==> src/stop_ctrl_pkg.sv <==
// Shared constants and state encoding for the stop and halt control block.
package stop_ctrl_pkg;

  // ---------------------------------------------------------------------------
  // Parameter addresses and values
  // ---------------------------------------------------------------------------
  localparam int ADDR_W = 16;
  localparam int DATA_W = 32;
  localparam logic [15:0] PROFILE_DECEL_ADDR = 16'h0616;
  localparam logic [15:0] QUICK_STOP_DECEL_ADDR = 16'h0624;
  localparam logic [31:0] PROFILE_DECEL_RESET = 32'h0000_02EE;
  localparam logic [31:0] QUICK_STOP_DECEL_RESET = 32'h0000_1770;
  localparam logic [31:0] RAMP_MIN = 32'h0000_00C8;
  localparam logic [31:0] RAMP_MAX = 32'h002D_C6C0;

  // ---------------------------------------------------------------------------
  // Timing
  // ---------------------------------------------------------------------------
  localparam int CLK_HZ = 20000000;
  localparam int RAMP_TICK_US = 1000;
  localparam int RAMP_TICK_CYCLES = (CLK_HZ / 1000000) * RAMP_TICK_US;
  localparam int SYNC_STAGES = 3;

  // ---------------------------------------------------------------------------
  // Control states
  // ---------------------------------------------------------------------------
  typedef enum logic [6:0] {
    ST_RUN = 7'b0000001,
    ST_QS_DECEL = 7'b0000010,
    ST_QS_HELD = 7'b0000100,
    ST_HALT_DECEL = 7'b0001000,
    ST_HALT_ADJUST = 7'b0010000,
    ST_HALT_HOLD = 7'b0100000,
    ST_OVERVOLT = 7'b1000000
  } stop_state_t;

endpackage
==> src/drive_stop_halt_control.sv <==
// Quick stop, halt interruption and fast position capture control of the drive.
`timescale 1ns/1ps

// Overview of operation
// - Quick stop from software or error brakes with the quick-stop ramp.
// - After a lower-class error quick stop the power stage stays enabled.
// - After a class 2 error quick stop the power stage turns off at standstill.
// - Overvoltage while braking disables the power stage and reports the error.
// - Quick stop holds until fault reset; the controller must issue it.
// - Quick-stop ramp is 32 bits, 200 to 3000000, reset value 6000.
// - Halt at standstill adjusts position, then holds with power stage enabled.
// - Interrupted movement resumes only when every halt request is gone.
// - Halt withdrawn mid-deceleration finishes deceleration, then accelerates again.
// - Halt requests come from the software channel or a signal input.
// - Halt braking uses the profile ramp, 200 to 3000000, reset value 750.
// - Capture latches motor position when either capture input turns active.
// - End of movement is reported only once the target is reached.
module drive_stop_halt_control #(
  parameter int TICK_CYCLES = stop_ctrl_pkg::RAMP_TICK_CYCLES,
  parameter int POS_W = 32
) (
  // Clock and reset
  input wire logic mclk_i,
  input wire logic resetn_i,
  // Parameter access
  input wire logic [15:0] param_addr_i,
  input wire logic [31:0] param_wdata_i,
  input wire logic param_wr_i,
  input wire logic param_rd_i,
  output logic [31:0] param_rdata_o,
  output logic param_reject_o,
  // Movement and stop requests
  input wire logic [31:0] move_speed_i,
  input wire logic [31:0] accel_i,
  input wire logic power_req_i,
  input wire logic quick_stop_req_i,
  input wire logic error_low_i,
  input wire logic error_class2_i,
  input wire logic fault_reset_i,
  input wire logic halt_sw_i,
  // Pins
  input wire logic halt_pin_i,
  input wire logic dc_overvolt_pin_i,
  input wire logic [1:0] capture_pin_i,
  input wire logic [POS_W-1:0] motor_pos_i,
  // Drive status and commands
  output logic [31:0] speed_ref_o,
  output logic power_stage_en_o,
  output logic quick_stop_active_o,
  output logic halt_active_o,
  output logic pos_adjust_o,
  output logic pos_hold_o,
  output logic overvolt_err_o,
  output logic move_end_o,
  // Capture results
  output logic [POS_W-1:0] capture0_pos_o,
  output logic [POS_W-1:0] capture1_pos_o,
  output logic [1:0] capture_valid_o
);

  // ---------------------------------------------------------------------------
  // Declarations
  // ---------------------------------------------------------------------------
  stop_ctrl_pkg::stop_state_t state_reg;
  stop_ctrl_pkg::stop_state_t state_next;
  logic [31:0] profile_decel_ramp_reg;
  logic [31:0] quick_stop_decel_ramp_reg;
  logic [31:0] rdata_reg;
  logic reject_reg;
  logic class2_reg;
  logic overvolt_reg;
  logic [31:0] tick_cnt_reg;
  logic tick;
  logic [3:0] pin_level;
  logic halt_any;
  logic qs_trigger;
  logic overvolt;
  logic [31:0] ramp_target;
  logic [31:0] ramp_decel;
  logic [31:0] speed;
  logic at_target;
  logic braking;
  logic [1:0] cap_prev_reg;
  logic [1:0] cap_valid_reg;
  logic [POS_W-1:0] cap0_reg;
  logic [POS_W-1:0] cap1_reg;

  function automatic logic in_range(input logic [31:0] value);
    in_range = (value >= stop_ctrl_pkg::RAMP_MIN) && (value <= stop_ctrl_pkg::RAMP_MAX);
  endfunction

  // ---------------------------------------------------------------------------
  // Input synchronisation
  // ---------------------------------------------------------------------------
  pin_filter #(
    .WIDTH(4)
  ) u_pin_filter (
    .mclk_i(mclk_i),
    .resetn_i(resetn_i),
    .pin_i({capture_pin_i, dc_overvolt_pin_i, halt_pin_i}),
    .level_o(pin_level)
  );

  assign halt_any = halt_sw_i | pin_level[0];
  assign overvolt = pin_level[1];
  assign qs_trigger = quick_stop_req_i | error_low_i | error_class2_i;

  // ---------------------------------------------------------------------------
  // Parameter registers
  // ---------------------------------------------------------------------------
  always_ff @(posedge mclk_i or negedge resetn_i) begin
    if (!resetn_i) begin
      profile_decel_ramp_reg <= stop_ctrl_pkg::PROFILE_DECEL_RESET;
      quick_stop_decel_ramp_reg <= stop_ctrl_pkg::QUICK_STOP_DECEL_RESET;
      reject_reg <= 1'b0;
    end else begin
      reject_reg <= 1'b0;
      if (param_wr_i) begin
        if (!in_range(param_wdata_i)) begin
          reject_reg <= (param_addr_i == stop_ctrl_pkg::PROFILE_DECEL_ADDR) ||
                        (param_addr_i == stop_ctrl_pkg::QUICK_STOP_DECEL_ADDR);
        end else if (param_addr_i == stop_ctrl_pkg::PROFILE_DECEL_ADDR) begin
          profile_decel_ramp_reg <= param_wdata_i;
        end else if (param_addr_i == stop_ctrl_pkg::QUICK_STOP_DECEL_ADDR) begin
          quick_stop_decel_ramp_reg <= param_wdata_i;
        end
      end
    end
  end

  // Reads answer one cycle later; unknown addresses read as zero.
  always_ff @(posedge mclk_i or negedge resetn_i) begin
    if (!resetn_i) begin
      rdata_reg <= 32'h0000_0000;
    end else if (param_rd_i) begin
      case (param_addr_i)
        stop_ctrl_pkg::PROFILE_DECEL_ADDR: rdata_reg <= profile_decel_ramp_reg;
        stop_ctrl_pkg::QUICK_STOP_DECEL_ADDR: rdata_reg <= quick_stop_decel_ramp_reg;
        default: rdata_reg <= 32'h0000_0000;
      endcase
    end
  end

  // ---------------------------------------------------------------------------
  // Ramp timing
  // ---------------------------------------------------------------------------
  always_ff @(posedge mclk_i or negedge resetn_i) begin
    if (!resetn_i) begin
      tick_cnt_reg <= 32'h0000_0000;
    end else if (tick) begin
      tick_cnt_reg <= 32'h0000_0000;
    end else begin
      tick_cnt_reg <= tick_cnt_reg + 32'h0000_0001;
    end
  end

  assign tick = (tick_cnt_reg == 32'(TICK_CYCLES - 1));

  always_comb begin
    ramp_target = 32'h0000_0000;
    ramp_decel = profile_decel_ramp_reg;
    case (state_reg)
      stop_ctrl_pkg::ST_RUN: ramp_target = move_speed_i;
      stop_ctrl_pkg::ST_QS_DECEL: ramp_decel = quick_stop_decel_ramp_reg;
      stop_ctrl_pkg::ST_QS_HELD: ramp_decel = quick_stop_decel_ramp_reg;
      default: ramp_target = 32'h0000_0000;
    endcase
  end

  ramp_gen u_ramp_gen (
    .mclk_i(mclk_i),
    .resetn_i(resetn_i),
    .tick_i(tick),
    .clear_i(state_reg == stop_ctrl_pkg::ST_OVERVOLT),
    .target_i(ramp_target),
    .accel_i(accel_i),
    .decel_i(ramp_decel),
    .speed_o(speed),
    .at_target_o(at_target)
  );

  // ---------------------------------------------------------------------------
  // Stop state machine
  // ---------------------------------------------------------------------------
  assign braking = (state_reg == stop_ctrl_pkg::ST_QS_DECEL) ||
                   (state_reg == stop_ctrl_pkg::ST_HALT_DECEL);

  always_comb begin
    state_next = state_reg;
    case (state_reg)
      stop_ctrl_pkg::ST_RUN: begin
        if (qs_trigger) begin
          state_next = stop_ctrl_pkg::ST_QS_DECEL;
        end else if (halt_any) begin
          state_next = stop_ctrl_pkg::ST_HALT_DECEL;
        end
      end
      stop_ctrl_pkg::ST_QS_DECEL: begin
        if (overvolt) begin
          state_next = stop_ctrl_pkg::ST_OVERVOLT;
        end else if (speed == 32'h0000_0000) begin
          state_next = stop_ctrl_pkg::ST_QS_HELD;
        end
      end
      stop_ctrl_pkg::ST_QS_HELD: begin
        if (fault_reset_i) begin
          state_next = stop_ctrl_pkg::ST_RUN;
        end
      end
      stop_ctrl_pkg::ST_HALT_DECEL: begin
        if (overvolt) begin
          state_next = stop_ctrl_pkg::ST_OVERVOLT;
        end else if (qs_trigger) begin
          state_next = stop_ctrl_pkg::ST_QS_DECEL;
        end else if (speed == 32'h0000_0000) begin
          // A halt withdrawn while braking completes the ramp, then runs again.
          state_next = halt_any ? stop_ctrl_pkg::ST_HALT_ADJUST :
                                  stop_ctrl_pkg::ST_RUN;
        end
      end
      stop_ctrl_pkg::ST_HALT_ADJUST: begin
        state_next = stop_ctrl_pkg::ST_HALT_HOLD;
      end
      stop_ctrl_pkg::ST_HALT_HOLD: begin
        if (qs_trigger) begin
          state_next = stop_ctrl_pkg::ST_QS_DECEL;
        end else if (!halt_any) begin
          state_next = stop_ctrl_pkg::ST_RUN;
        end
      end
      stop_ctrl_pkg::ST_OVERVOLT: begin
        if (fault_reset_i) begin
          state_next = stop_ctrl_pkg::ST_RUN;
        end
      end
      default: state_next = stop_ctrl_pkg::ST_RUN;
    endcase
  end

  always_ff @(posedge mclk_i or negedge resetn_i) begin
    if (!resetn_i) begin
      state_reg <= stop_ctrl_pkg::ST_RUN;
    end else begin
      state_reg <= state_next;
    end
  end

  // Error class is latched when a quick stop starts and kept until fault reset.
  always_ff @(posedge mclk_i or negedge resetn_i) begin
    if (!resetn_i) begin
      class2_reg <= 1'b0;
    end else if (state_next == stop_ctrl_pkg::ST_QS_DECEL &&
                 state_reg != stop_ctrl_pkg::ST_QS_DECEL) begin
      class2_reg <= error_class2_i;
    end else if (state_reg == stop_ctrl_pkg::ST_RUN) begin
      class2_reg <= 1'b0;
    end
  end

  // Overvoltage flag: entering the error state wins over a fault reset.
  always_ff @(posedge mclk_i or negedge resetn_i) begin
    if (!resetn_i) begin
      overvolt_reg <= 1'b0;
    end else if (braking && overvolt) begin
      overvolt_reg <= 1'b1;
    end else if (fault_reset_i) begin
      overvolt_reg <= 1'b0;
    end
  end

  // ---------------------------------------------------------------------------
  // Fast position capture
  // ---------------------------------------------------------------------------
  always_ff @(posedge mclk_i or negedge resetn_i) begin
    if (!resetn_i) begin
      cap_prev_reg <= 2'h0;
      cap_valid_reg <= 2'h0;
      cap0_reg <= '0;
      cap1_reg <= '0;
    end else begin
      cap_prev_reg <= pin_level[3:2];
      cap_valid_reg <= pin_level[3:2] & ~cap_prev_reg;
      if (pin_level[2] && !cap_prev_reg[0]) begin
        cap0_reg <= motor_pos_i;
      end
      if (pin_level[3] && !cap_prev_reg[1]) begin
        cap1_reg <= motor_pos_i;
      end
    end
  end

  // ---------------------------------------------------------------------------
  // Outputs
  // ---------------------------------------------------------------------------
  assign param_rdata_o = rdata_reg;
  assign param_reject_o = reject_reg;
  assign speed_ref_o = speed;
  assign power_stage_en_o = power_req_i && (state_reg != stop_ctrl_pkg::ST_OVERVOLT) &&
                            !(state_reg == stop_ctrl_pkg::ST_QS_HELD && class2_reg);
  assign quick_stop_active_o = (state_reg == stop_ctrl_pkg::ST_QS_DECEL) ||
                               (state_reg == stop_ctrl_pkg::ST_QS_HELD);
  assign halt_active_o = halt_any;
  assign pos_adjust_o = (state_reg == stop_ctrl_pkg::ST_HALT_ADJUST);
  assign pos_hold_o = (state_reg == stop_ctrl_pkg::ST_HALT_HOLD);
  assign overvolt_err_o = overvolt_reg;
  assign move_end_o = (state_reg == stop_ctrl_pkg::ST_RUN) && at_target;
  assign capture0_pos_o = cap0_reg;
  assign capture1_pos_o = cap1_reg;
  assign capture_valid_o = cap_valid_reg;
endmodule

==> src/pin_filter.sv <==
// Three-stage input synchroniser that accepts a level once two stages agree.
`timescale 1ns/1ps
module pin_filter #(
  parameter int WIDTH = 1
) (
  // Clock and reset
  input wire logic mclk_i,
  input wire logic resetn_i,
  // Pins and filtered levels
  input wire logic [WIDTH-1:0] pin_i,
  output logic [WIDTH-1:0] level_o
);

  logic [WIDTH-1:0] stage1_reg;
  logic [WIDTH-1:0] stage2_reg;
  logic [WIDTH-1:0] stage3_reg;
  logic [WIDTH-1:0] level_reg;

  always_ff @(posedge mclk_i or negedge resetn_i) begin
    if (!resetn_i) begin
      stage1_reg <= '0;
      stage2_reg <= '0;
      stage3_reg <= '0;
    end else begin
      stage1_reg <= pin_i;
      stage2_reg <= stage1_reg;
      stage3_reg <= stage2_reg;
    end
  end

  // A bit only changes once the second and third stages show the same value.
  always_ff @(posedge mclk_i or negedge resetn_i) begin
    if (!resetn_i) begin
      level_reg <= '0;
    end else begin
      for (int i = 0; i < WIDTH; i++) begin
        if (stage2_reg[i] == stage3_reg[i]) begin
          level_reg[i] <= stage3_reg[i];
        end
      end
    end
  end

  assign level_o = level_reg;

endmodule

==> src/ramp_gen.sv <==
// Linear speed ramp: steps the speed reference toward its target once per tick.
`timescale 1ns/1ps
module ramp_gen (
  // Clock and reset
  input wire logic mclk_i,
  input wire logic resetn_i,
  // Ramp control
  input wire logic tick_i,
  input wire logic clear_i,
  input wire logic [31:0] target_i,
  input wire logic [31:0] accel_i,
  input wire logic [31:0] decel_i,
  // Ramp state
  output logic [31:0] speed_o,
  output logic at_target_o
);

  logic [31:0] speed_reg;
  logic [31:0] speed_next;
  logic [32:0] up_sum;

  // Speed is in thousandths of min^-1, so a ramp in min^-1/s is the step per ms.
  always_comb begin
    up_sum = {1'b0, speed_reg} + {1'b0, accel_i};
    speed_next = speed_reg;
    if (speed_reg < target_i) begin
      speed_next = (up_sum > {1'b0, target_i}) ? target_i : up_sum[31:0];
    end else if (speed_reg > target_i) begin
      speed_next = (speed_reg - target_i < decel_i) ? target_i : speed_reg - decel_i;
    end
  end

  always_ff @(posedge mclk_i or negedge resetn_i) begin
    if (!resetn_i) begin
      speed_reg <= 32'h0000_0000;
    end else if (clear_i) begin
      speed_reg <= 32'h0000_0000;
    end else if (tick_i) begin
      speed_reg <= speed_next;
    end
  end

  assign speed_o = speed_reg;
  assign at_target_o = (speed_reg == target_i);

endmodule

==> config.mk <==
export PLATFORM = sky130hd
export DESIGN_NAME = drive_stop_halt_control
export DESIGN_NICKNAME = d
export VERILOG_FILES = /design/src/stop_ctrl_pkg.sv /design/src/drive_stop_halt_control.sv /design/src/pin_filter.sv /design/src/ramp_gen.sv
export SDC_FILE = /design/constraint.sdc
export NUM_CORES = 1
export LEC_CHECK = 0
export CORE_MARGIN = 8
export CORE_UTILIZATION = 42
export CTS_CLUSTER_SIZE = 10
export DETAILED_ROUTE_END_ITERATION = 8
export DONT_BUFFER_PORTS = 1
export PLACE_DENSITY_LB_ADDON = 0.15
export SLEW_MARGIN = 20
export SYNTH_ARGS = -nofsm -noshare
export SYNTH_HDL_FRONTEND = slang
export SYNTH_SLANG_ARGS = --single-unit
==> constraint.sdc <==
create_clock -name mclk_i -period 8.5 [get_ports mclk_i]
set_input_delay 1.7 -clock mclk_i [delete_from_list [all_inputs] [get_ports mclk_i]]
set_output_delay 1.7 -clock mclk_i [all_outputs]
set_load 0.02 [all_outputs]
==> out/results.tsv, run 1 <==
metric	value	unit
antenna_found_initial	1	
wl_per_cell	22.5	um
postCtsResizedCells	0	
fin_crit	7.42	ns
fin_tns_setup	0	ns
p_leak	8.61	nW
slowest_stage	and3_2	
syn_nets	2191	
hold_viol	0	
cts_buffers	31	
yosysMostFrequentCell	dfrtp_1	
ys_ff_latch	254	
yosys-mux-area-fraction	9.64	%
synthXorXnorAreaFrac	5.84	%
fin_util	45.8	%
start_util	42.3	%
yosysTopAreaCell	dfrtp_1	
num_rows	75	
grt_overflow_total	0	
critical_path.most_common_cell	o21ai_0	
clkTransAtPathRegs	0.06	ns
powerDensity	221	nW/um2
nFillCells	4048	
synth-simple-area-share	15.4	%
antenna_cells	0	
cts.path.max_buffers	3	
place_ws	0.809	ns
fin_skew	0.0136	ns
cts_root_buf	clkbuf_16	
yosys-top-cells-area	dfrtp_1 34%, ha_1 11%, mux2_2 7.0%, a21oi_1 4.5%, xnor2_1 3.6%	
die_area	48900	um2
portBuffers	0	
avgSynthCellArea	9.46	um2
fmax	0.135	GHz
ys_types	82	
via_per_inst	5.91	
syn_inst	1870	
syn_to_final_growth	8.09	%
worst-setup-path-type	flop to flop	
setup_viol	0	
synth_area	17700	um2
synth_adder_area_share	11.9	%
ir_worst_vdd	159	uV
synth_ff_type	dfrtp_1	
relSlewSlack	31.4	%
grtUsageTotal	21.3	%
synth-compound-area-share	18.3	%
synth_edf_count	0	
worst_pin_slew	1.03	ns
drt_iter0_markers	1005	
netlist.area_leader.share	33.8	%
ys_seq_area_share	36.1	%
cts_num_sinks	254	
grt_pass1_wl	84.2	mm
design_power_total	4.23	mW
synthArstFlopShare	100	%
drv_cap	0	
crit_required	8.90	ns
fp.dieH	221	um
drt_pre_antenna_iters	6	
boundaryPins	296	
drc_errors	0	
crit_fanout	39	
status	finished, final reports clean	
rsz0062_at_grt	no	
dieWidth	221	um
drtAntennaViolNets	0	
period_share	87.3	%
synth_top_family_by_area	compound AO/OA/AOI/OAI gates	
crit_path_end_kind	flop	
clk_latency	0.57	ns
critPathMaxStageDelay	0.57	ns
tritoncts	yes	
routabilityCongestion	0.924	
grt_pass1_vias	14100	
final_nets	2168	
finalMaxSlewViolations	0	
crit_path_start_kind	flop	
postCtsHoldBufs	0	
grt_max_degree	255	
hp-class	flop to flop	
layout-drive-gt1-share	10.6	%
wl	54.2	mm
layout_setup_ws	1.08	ns
coreArea	41800	um2
yosysWarnings	0	
post-cts-setup-buffer-count	0	
via_count	14300	
arrival	7.82	ns
ctsHtreeMaxLevel	1	
hpwl	41.9	mm
synth_common_cells	239 x dfrtp_1, 160 x ha_1, 158 x a21oi_1	
## worst paths after layout
path	from	to	slack, ns	cells after the start
max	state_reg[2]	u_ramp_gen.speed_o[1]	1.08	25
min	u_pin_filter.stage1_reg[1]	u_pin_filter.stage2_reg[1]	0.35	0
max reg2reg	state_reg[2]	u_ramp_gen.speed_o[1]	1.08	25
min reg2reg	u_pin_filter.stage1_reg[1]	u_pin_filter.stage2_reg[1]	0.35	0
max in group asynchronous	resetn_i	param_rdata_o[3]	7.05	0
min in group asynchronous	resetn_i	state_reg[6]	0.83	0
## critical path, delay by kind of cell, from the launching register on
family	cells	cell delay [ns]
AOI/OAI and AO/OA	11	2.27
buffers and inverters	2	0.72
xor gates and xnor gates	1	0.15
muxes	1	0.28
and+or+nand+nor	8	2.68
adders and majority gates	2	0.68
DFF	1	0.44
## logic make-up (layout without fill, tap and decap cells)
family,after synthesis,in the layout
simple gates,545,545
compound gates,508,508
flops,254,254
fa+ha+maj,167,167
mux,156,156
buf+inv,122,124
xor+xnor,118,118
## cells in the final DEF (no fill, tap or decap), drive strengths merged, types with 5 or more instances in the layout
master	netlist	layout
a211oi	12	12
dfstp	15	15
nand3	48	48
o21ai	113	113
dfrtp	239	239
nor2	126	126
and3	17	17
nand4	38	38
mux2i	45	45
o21a	17	17
a21oi	158	158
o211ai	11	11
mux2	111	111
o21bai	14	14
nor3	27	27
a31oi	17	17
inv	55	56
nor2b	26	26
xnor2	73	73
nor3b	7	7
or3	6	6
o31ai	5	5
buf	19	11
a22oi	57	57
nand2	150	150
nand2b	13	13
a21o	50	50
nor4	18	18
ha	160	160
clkbuf	48	54
a211o	7	7
and2	40	40
xor2	45	45
and4	8	8
## layout make-up
| class | instances | area [um2] | share of cell area, % |
|---|---|---|---|
| clock buffer | 54 | 902 | 4.72 |
| clock inverter | 4 | 52.6 | 0.275 |
| inverter | 55 | 206 | 1.08 |
| multi-input combinational | 1494 | 10800 | 56.6 |
| sequential | 254 | 6370 | 33.4 |
| tap | 539 | 674 | 3.53 |
| timing repair buffer | 11 | 82.6 | 0.432 |
## where the power goes
part,internal (mW),switching (mW),total [mW],leakage [nW]
Combinational,0.592,0.879,1.47,4.91
Clock,0.742,0.511,1.25,0.460
Sequential,1.31,0.193,1.51,3.24
Total,2.65,1.58,4.23,8.61
## through the flow
| stage | hold slack (ns) | std cells | cell area (um2) |
|---|---|---|---|
| after floorplan | 0.331 | 1870 | 17700 |
| after global placement | 0.334 | 2353 | 18200 |
| after detailed placement | 0.338 | 2353 | 18200 |
| after CTS | 0.349 | 2411 | 19100 |
| after global routing | 0.354 | 2411 | 19100 |
| final | 0.346 | 2411 | 19100 |
## metal layers
| layer | vias up | wire (um) | track usage, % | share of wire, % |
|---|---|---|---|---|
| met1 | 6967 | 22200 | 25.7 | 41 |
| li1 | 6830 | - | - | - |
| met2 | 376 | 27600 | 38.4 | 51 |
| met5 | - | 13 | 0 | 0.024 |
| met4 | 2 | 1390 | 5.12 | 2.6 |
| met3 | 79 | 2920 | 4.23 | 5.4 |
Power figures use the tool's default switching activity.
==> run 2, diff against run 1 <==
- clock period: 8.5 -> 7.85 ns (I/O delays scaled with it)
==> run 2 against run 1 <==
Setup slack got worse by 0.29 ns. Count of clock-buffer cells in the layout decreased by 8. Power increased by 6.9%. Combinational power increased by 9%. Via count decreased by 0.68%. Core utilization decreased by 0.13 points. Cell count decreased by 0.25%. Largest cell class unchanged. Largest power group unchanged. Highest routed layer unchanged.
==> out/results.tsv, run 2 (synthesized netlist as in run 1, its figures left out) <==
metric	value	unit	change
ctsHtreeMaxLevel	1		unchanged
cts.path.max_buffers	3		unchanged
grt_overflow_total	0		unchanged
boundaryPins	296		unchanged
num_rows	75		unchanged
mostFrequentLayoutCells	239 x dfrtp_1, 160 x ha_1, 158 x a21oi_1		
dieWidth	221	um	unchanged
grt_pass1_wl	84.0	mm	-0.20%
final_nets	2169		+0.046%
timing.hold.ws	0.348	ns	+0.00243 ns
tritoncts	yes		
finalInstanceArea	19100	um2	-0.29%
power_frac_clock	28.4	%	-1.2 points
start_util	42.3	%	unchanged
slowest_stage	o21ai_0		
syn_to_final_growth	7.77	%	
post-cts-setup-buffer-count	0		unchanged
p_leak	8.59	nW	-0.20%
critical_path.most_common_cell	o21ai_0		
clkTransAtPathRegs	0.06	ns	about the same
coreArea	41800	um2	unchanged
finalMaxSlewViolations	0		unchanged
drt_iter0_markers	981		-2.4%
fp.dieH	221	um	unchanged
fin_util	45.6	%	-0.13 points
worst_pin_slew	1.11	ns	+0.0831 ns
crit_path_end_kind	flop		
drt_pre_antenna_iters	7		+1
place_area	18200	um2	about the same
layout_commonest_cell	dfrtp_1		
grt_pass1_vias	13900		-1.2%
antenna_found_initial	1		unchanged
p_switching	1.70	mW	+7.7%
fin_tns_setup	0	ns	unchanged
design_power_total	4.52	mW	+6.9%
grtUsageTotal	21.4	%	+0.11 points
grt_max_degree	255		unchanged
crit_path_start_kind	flop		
place_inst	2354		+0.042%
cts_buffers	31		unchanged
ir_worst_vdd	138	uV	-13%
via_per_inst	5.89		-0.43%
hpwl	42.0	mm	+0.25%
hp-class	flop to flop		
nFillCells	4039		-0.22%
clk_latency	0.57	ns	about the same
postCtsHoldBufs	0		unchanged
powerDensity	237	nW/um2	+7.2%
cts_num_sinks	254		unchanged
place_ws	0.336	ns	-0.474 ns
antenna_cells	0		unchanged
status	finished, final reports clean		
fin_skew	0.0129	ns	-0.000689 ns
switching_share	37.7	%	+0.28 points
multi_input_area	10800	um2	about the same
p_int	2.82	mW	+6.4%
path_delay_family	compound AO/OA/AOI/OAI gates		
layout_setup_ws	0.791	ns	-0.286 ns
rsz0062_at_grt	no		
fin_crit	7.06	ns	-0.364 ns
arrival	7.53	ns	-0.29 ns
period_share	89.9	%	+2.6 points
routabilityCongestion	0.919		-0.57%
die_area	48900	um2	unchanged
drv_cap	0		unchanged
critPathMaxStageDelay	0.57	ns	about the same
drc_errors	0		unchanged
crit_required	8.32	ns	-0.58 ns
setup_viol	0		unchanged
wl_per_cell	22.6	um	+0.60%
wl	54.4	mm	+0.35%
hold_viol	0		unchanged
crit_fanout	57		+46%
timing.critical_path.buf_inv	2		unchanged
seqPwrFrac	36.1	%	+0.5 points
final_cells	2405		-0.25%
via_count	14200		-0.68%
portBuffers	0		unchanged
seq_area	6370	um2	unchanged
layout-drive-gt1-share	10.7	%	+0.088 points
cts_root_buf	clkbuf_16		
worst-setup-path-type	flop to flop		
fmax	0.142	GHz	+5.2%
comb_power_share	35.5	%	+0.7 points
postCtsResizedCells	0		unchanged
drtAntennaViolNets	0		unchanged
relSlewSlack	26.0	%	-5.4 points
[run 2: path summary, 6_finish.rpt]
check                                            from                    endpoint  slack, ns  depth (start not counted)
max in group asynchronous                    resetn_i  u_pin_filter.stage3_reg[2]       6.40                          0
hold / removal             u_pin_filter.stage1_reg[1]  u_pin_filter.stage2_reg[1]       0.35                          0
setup / recovery                         state_reg[1]      u_ramp_gen.speed_o[19]       0.79                         26
hold reg to reg            u_pin_filter.stage1_reg[1]  u_pin_filter.stage2_reg[1]       0.35                          0
setup reg to reg                         state_reg[1]      u_ramp_gen.speed_o[19]       0.79                         26
min in group asynchronous                    resetn_i              overvolt_err_o       0.71                          0
[run 2: layer usage]
metal	GRT usage (%)	wire length (um)	part of all wire [%]	up-vias
met5	0	13	0.024	-
met4	5.64	1460	2.7	2
met3	5.09	3250	6.0	95
met2	37.9	27400	50	345
met1	25.7	22200	41	6884
li1	-	-	-	6831
[run 2: layout make-up]
cell class	instances	share of cell area (%)
inverter	55	1.08
multi-input combinational	1494	56.8
timing repair buffer	12	0.473
sequential	254	33.5
clock inverter	5	0.131
clock buffer	46	4.52
tap	539	3.54
[run 2: worst reg2reg max path, cell delays in order, from the launching register on]
cell and delay, ns:
dfrtp_1 0.43, nor3_1 0.39, and3_2 0.56, buf_4 0.26, and2_1 0.18, inv_1 0.10, ha_1 0.37, a21oi_1 0.14
o21ai_0 0.15, o22ai_1 0.28, o32ai_1 0.22, o21ai_0 0.57, o21bai_1 0.13, a21oi_1 0.26, o211ai_1 0.13, o21ai_0 0.11
xnor2_1 0.10, ha_1 0.29, nand4_1 0.18, nor4bb_1 0.43, o211ai_1 0.15, a311oi_1 0.27, a211oi_1 0.09, and4bb_4 0.43
or2b_2 0.45, o221a_2 0.26, o21ai_1 0.06
[run 2: power by group through the flow]
stage	logic, mW	registers (mW)	clock network, mW
after floorplan	1.26	1.62	0
after global placement	1.56	1.66	0
after detailed placement	1.59	1.66	0
after CTS	1.60	1.64	1.33
after global routing	1.79	1.65	1.38
final	1.60	1.63	1.29
==> run 3, diff against run 2 <==
- SYNTH_HIERARCHICAL: unset -> 1
- clock period: 7.85 -> 8.75 ns (I/O delays scaled with it)
==> run 3 against run 2 <==
Via count increased by 4.9%. Worst hold slack improved by 0.0044 ns. Register-to-register slack improved by 0.38 ns. Critical path type unchanged. Critical endpoint is now u_ramp_gen/speed_o[20]. Largest cell class unchanged.
==> out/results.tsv, run 3 <==
metric	value	unit	change
timing.hold.ws	0.353	ns	+0.00441 ns
fp.dieH	223	um	+0.69%
hpwl	46.4	mm	+11%
syn_to_final_growth	7.88	%	
cts.path.max_buffers	3		unchanged
cts_root_buf	clkbuf_16		
design_power_total	4.39	mW	-3.0%
wl_per_cell	24.5	um	+8.2%
arrival	8.09	ns	+0.56 ns
cts_num_sinks	254		unchanged
crit_required	9.26	ns	+0.94 ns
crit_path_end_kind	flop		
final_nets	2186		+0.78%
synth_top_family_by_area	compound AO/OA/AOI/OAI gates		
wl	59.4	mm	+9.2%
synth-compound-area-share	19.4	%	+1.1 points
grt_pass1_vias	14600		+5.3%
drc_errors	0		unchanged
final_cells	2428		+0.96%
rsz0062_at_grt	no		
place_inst	2372		+0.76%
grtUsageTotal	22.9	%	+1.6 points
grt_overflow_total	0		unchanged
via_count	14900		+4.9%
die_area	49600	um2	+1.4%
syn_nets	2206		+0.68%
fin_tns_setup	0	ns	unchanged
finalMaxSlewViolations	0		unchanged
synth_common_cells	239 x dfrtp_1, 159 x ha_1, 154 x a21oi_1		
layout_commonest_cell	dfrtp_1		
drv_cap	0		unchanged
setup_viol	0		unchanged
boundaryPins	296		unchanged
synth_area	17900	um2	+1.5%
synth-simple-area-share	14.8	%	-0.60 points
place_ws	1.15	ns	+0.809 ns
ys_ff_latch	254		unchanged
status	finished, final reports clean		
mostFrequentLayoutCells	239 x dfrtp_1, 159 x ha_1, 154 x a21oi_1		
synth_adder_area_share	11.7	%	-0.22 points
avgSynthCellArea	9.52	um2	+0.63%
ctsHtreeMaxLevel	1		unchanged
crit_path_start_kind	flop		
grt_max_degree	255		unchanged
via_per_inst	6.12		+3.9%
place_area	18400	um2	+1.5%
layout_setup_ws	1.17	ns	+0.376 ns
hold_viol	0		unchanged
fin_skew	0.0148	ns	+0.00187 ns
tritoncts	yes		
num_rows	75		unchanged
worst_pin_slew	1.14	ns	+0.0347 ns
critPathMaxStageDelay	0.71	ns	+0.14 ns
ys_types	94		+15%
clk_latency	0.57	ns	about the same
syn_inst	1886		+0.86%
antenna_found_initial	5		+4
fin_util	46.1	%	+0.42 points
hp-class	flop to flop		
finalInstanceArea	19400	um2	+1.6%
synth_ff_type	dfrtp_1		
layout-drive-gt1-share	13.9	%	+3.2 points
clkTransAtPathRegs	0.06	ns	about the same
powerDensity	227	nW/um2	-4.5%
dieWidth	223	um	+0.69%
post-cts-setup-buffer-count	0		unchanged
yosys-mux-area-fraction	8.90	%	-0.74 points
drtAntennaViolNets	0		unchanged
yosys-top-cells-area	dfrtp_1 33%, ha_1 11%, mux2_2 8.7%, a21oi_1 4.3%, xnor2_1 3.4%		
relSlewSlack	23.4	%	-2.6 points
yosysWarnings	6		+6
p_leak	8.77	nW	+2.1%
ir_worst_vdd	148	uV	+6.6%
fin_crit	7.58	ns	+0.524 ns
period_share	86.7	%	-3.3 points
yosysMostFrequentCell	dfrtp_1		
postCtsHoldBufs	0		unchanged
yosysTopAreaCell	dfrtp_1		
synthArstFlopShare	100	%	unchanged
start_util	42.7	%	+0.34 points
grt_pass1_wl	90.4	mm	+7.6%
postCtsResizedCells	0		unchanged
synthXorXnorAreaFrac	5.51	%	-0.33 points
portBuffers	0		unchanged
fmax	0.132	GHz	-6.9%
drt_pre_antenna_iters	5		-2
drt_iter0_markers	1194		+22%
coreArea	42000	um2	+0.67%
crit_fanout	37		-35%
ys_seq_area_share	35.5	%	-0.53 points
netlist.area_leader.share	33.3	%	-0.50 points
slowest_stage	nand2_1		
worst-setup-path-type	flop to flop		
synth_edf_count	0		unchanged
cts_buffers	31		unchanged
routabilityCongestion	0.892		-3.0%
==> run 3: worst paths after layout <==
| check | slack (ns) | from | cells past startpoint | to |
|---|---|---|---|---|
| worst max-delay path | 1.17 | state_reg[4] | 27 | u_ramp_gen/speed_o[20] |
| worst min-delay path | 0.35 | u_pin_filter/stage1_reg[2] | 0 | u_pin_filter/stage2_reg[2] |
| worst max register to register | 1.17 | state_reg[4] | 27 | u_ramp_gen/speed_o[20] |
| worst min register to register | 0.35 | u_pin_filter/stage1_reg[2] | 0 | u_pin_filter/stage2_reg[2] |
| max in group asynchronous | 7.48 | resetn_i | 0 | quick_stop_decel_ramp_reg[5] |
| min in group asynchronous | 0.87 | resetn_i | 0 | u_pin_filter/level_o[0] |
==> run 3: area by class of cell <==
| cell class | count | area (um2) |
|---|---|---|
| Fill cell | 4025 | 22700 |
| Timing Repair Buffer | 15 | 113 |
| Clock buffer | 47 | 866 |
| Clock inverter | 6 | 48.8 |
| Multi-Input combinational cell | 1453 | 10900 |
| Antenna cell | 3 | 7.51 |
| Sequential cell | 254 | 6370 |
| Inverter | 111 | 418 |
| Tap cell | 539 | 674 |
==> run 3: metal layers <==
metal	up-vias	GRT usage, %	wire length, um
met4	6	4.38	882
met1	7316	31.1	26800
met3	62	5.62	4810
met5	-	0	37
li1	6919	-	-
met2	550	37.0	26800
==> run 3: logic make-up (layout without fill, tap and decap cells) <==
kind of cell	count (synthesis)	in the layout
AND/OR/NAND/NOR	521	521
AO/OA/AOI/OAI	511	511
flip-flops	254	254
buffers and inverters	179	179
adder cells (fa/ha/maj)	166	166
multiplexers	142	142
XOR/XNOR	113	113
other	0	3
==> run 3: report_power, final <==
part	internal [mW]	switching [mW]	leakage, nW
Clock	0.677	0.495	0.449
Sequential	1.28	0.213	3.24
Combinational	0.662	1.06	5.09
Total	2.62	1.77	8.77
==> run 3: worst max-delay path, delay by kind of cell (launching register included) <==
family | cells | cell delay [ns]
compound gates | 13 | 3.12
fa+ha+maj | 2 | 0.62
buf+inv | 2 | 0.47
xor+xnor | 1 | 0.14
simple gates | 9 | 2.68
flops | 1 | 0.45
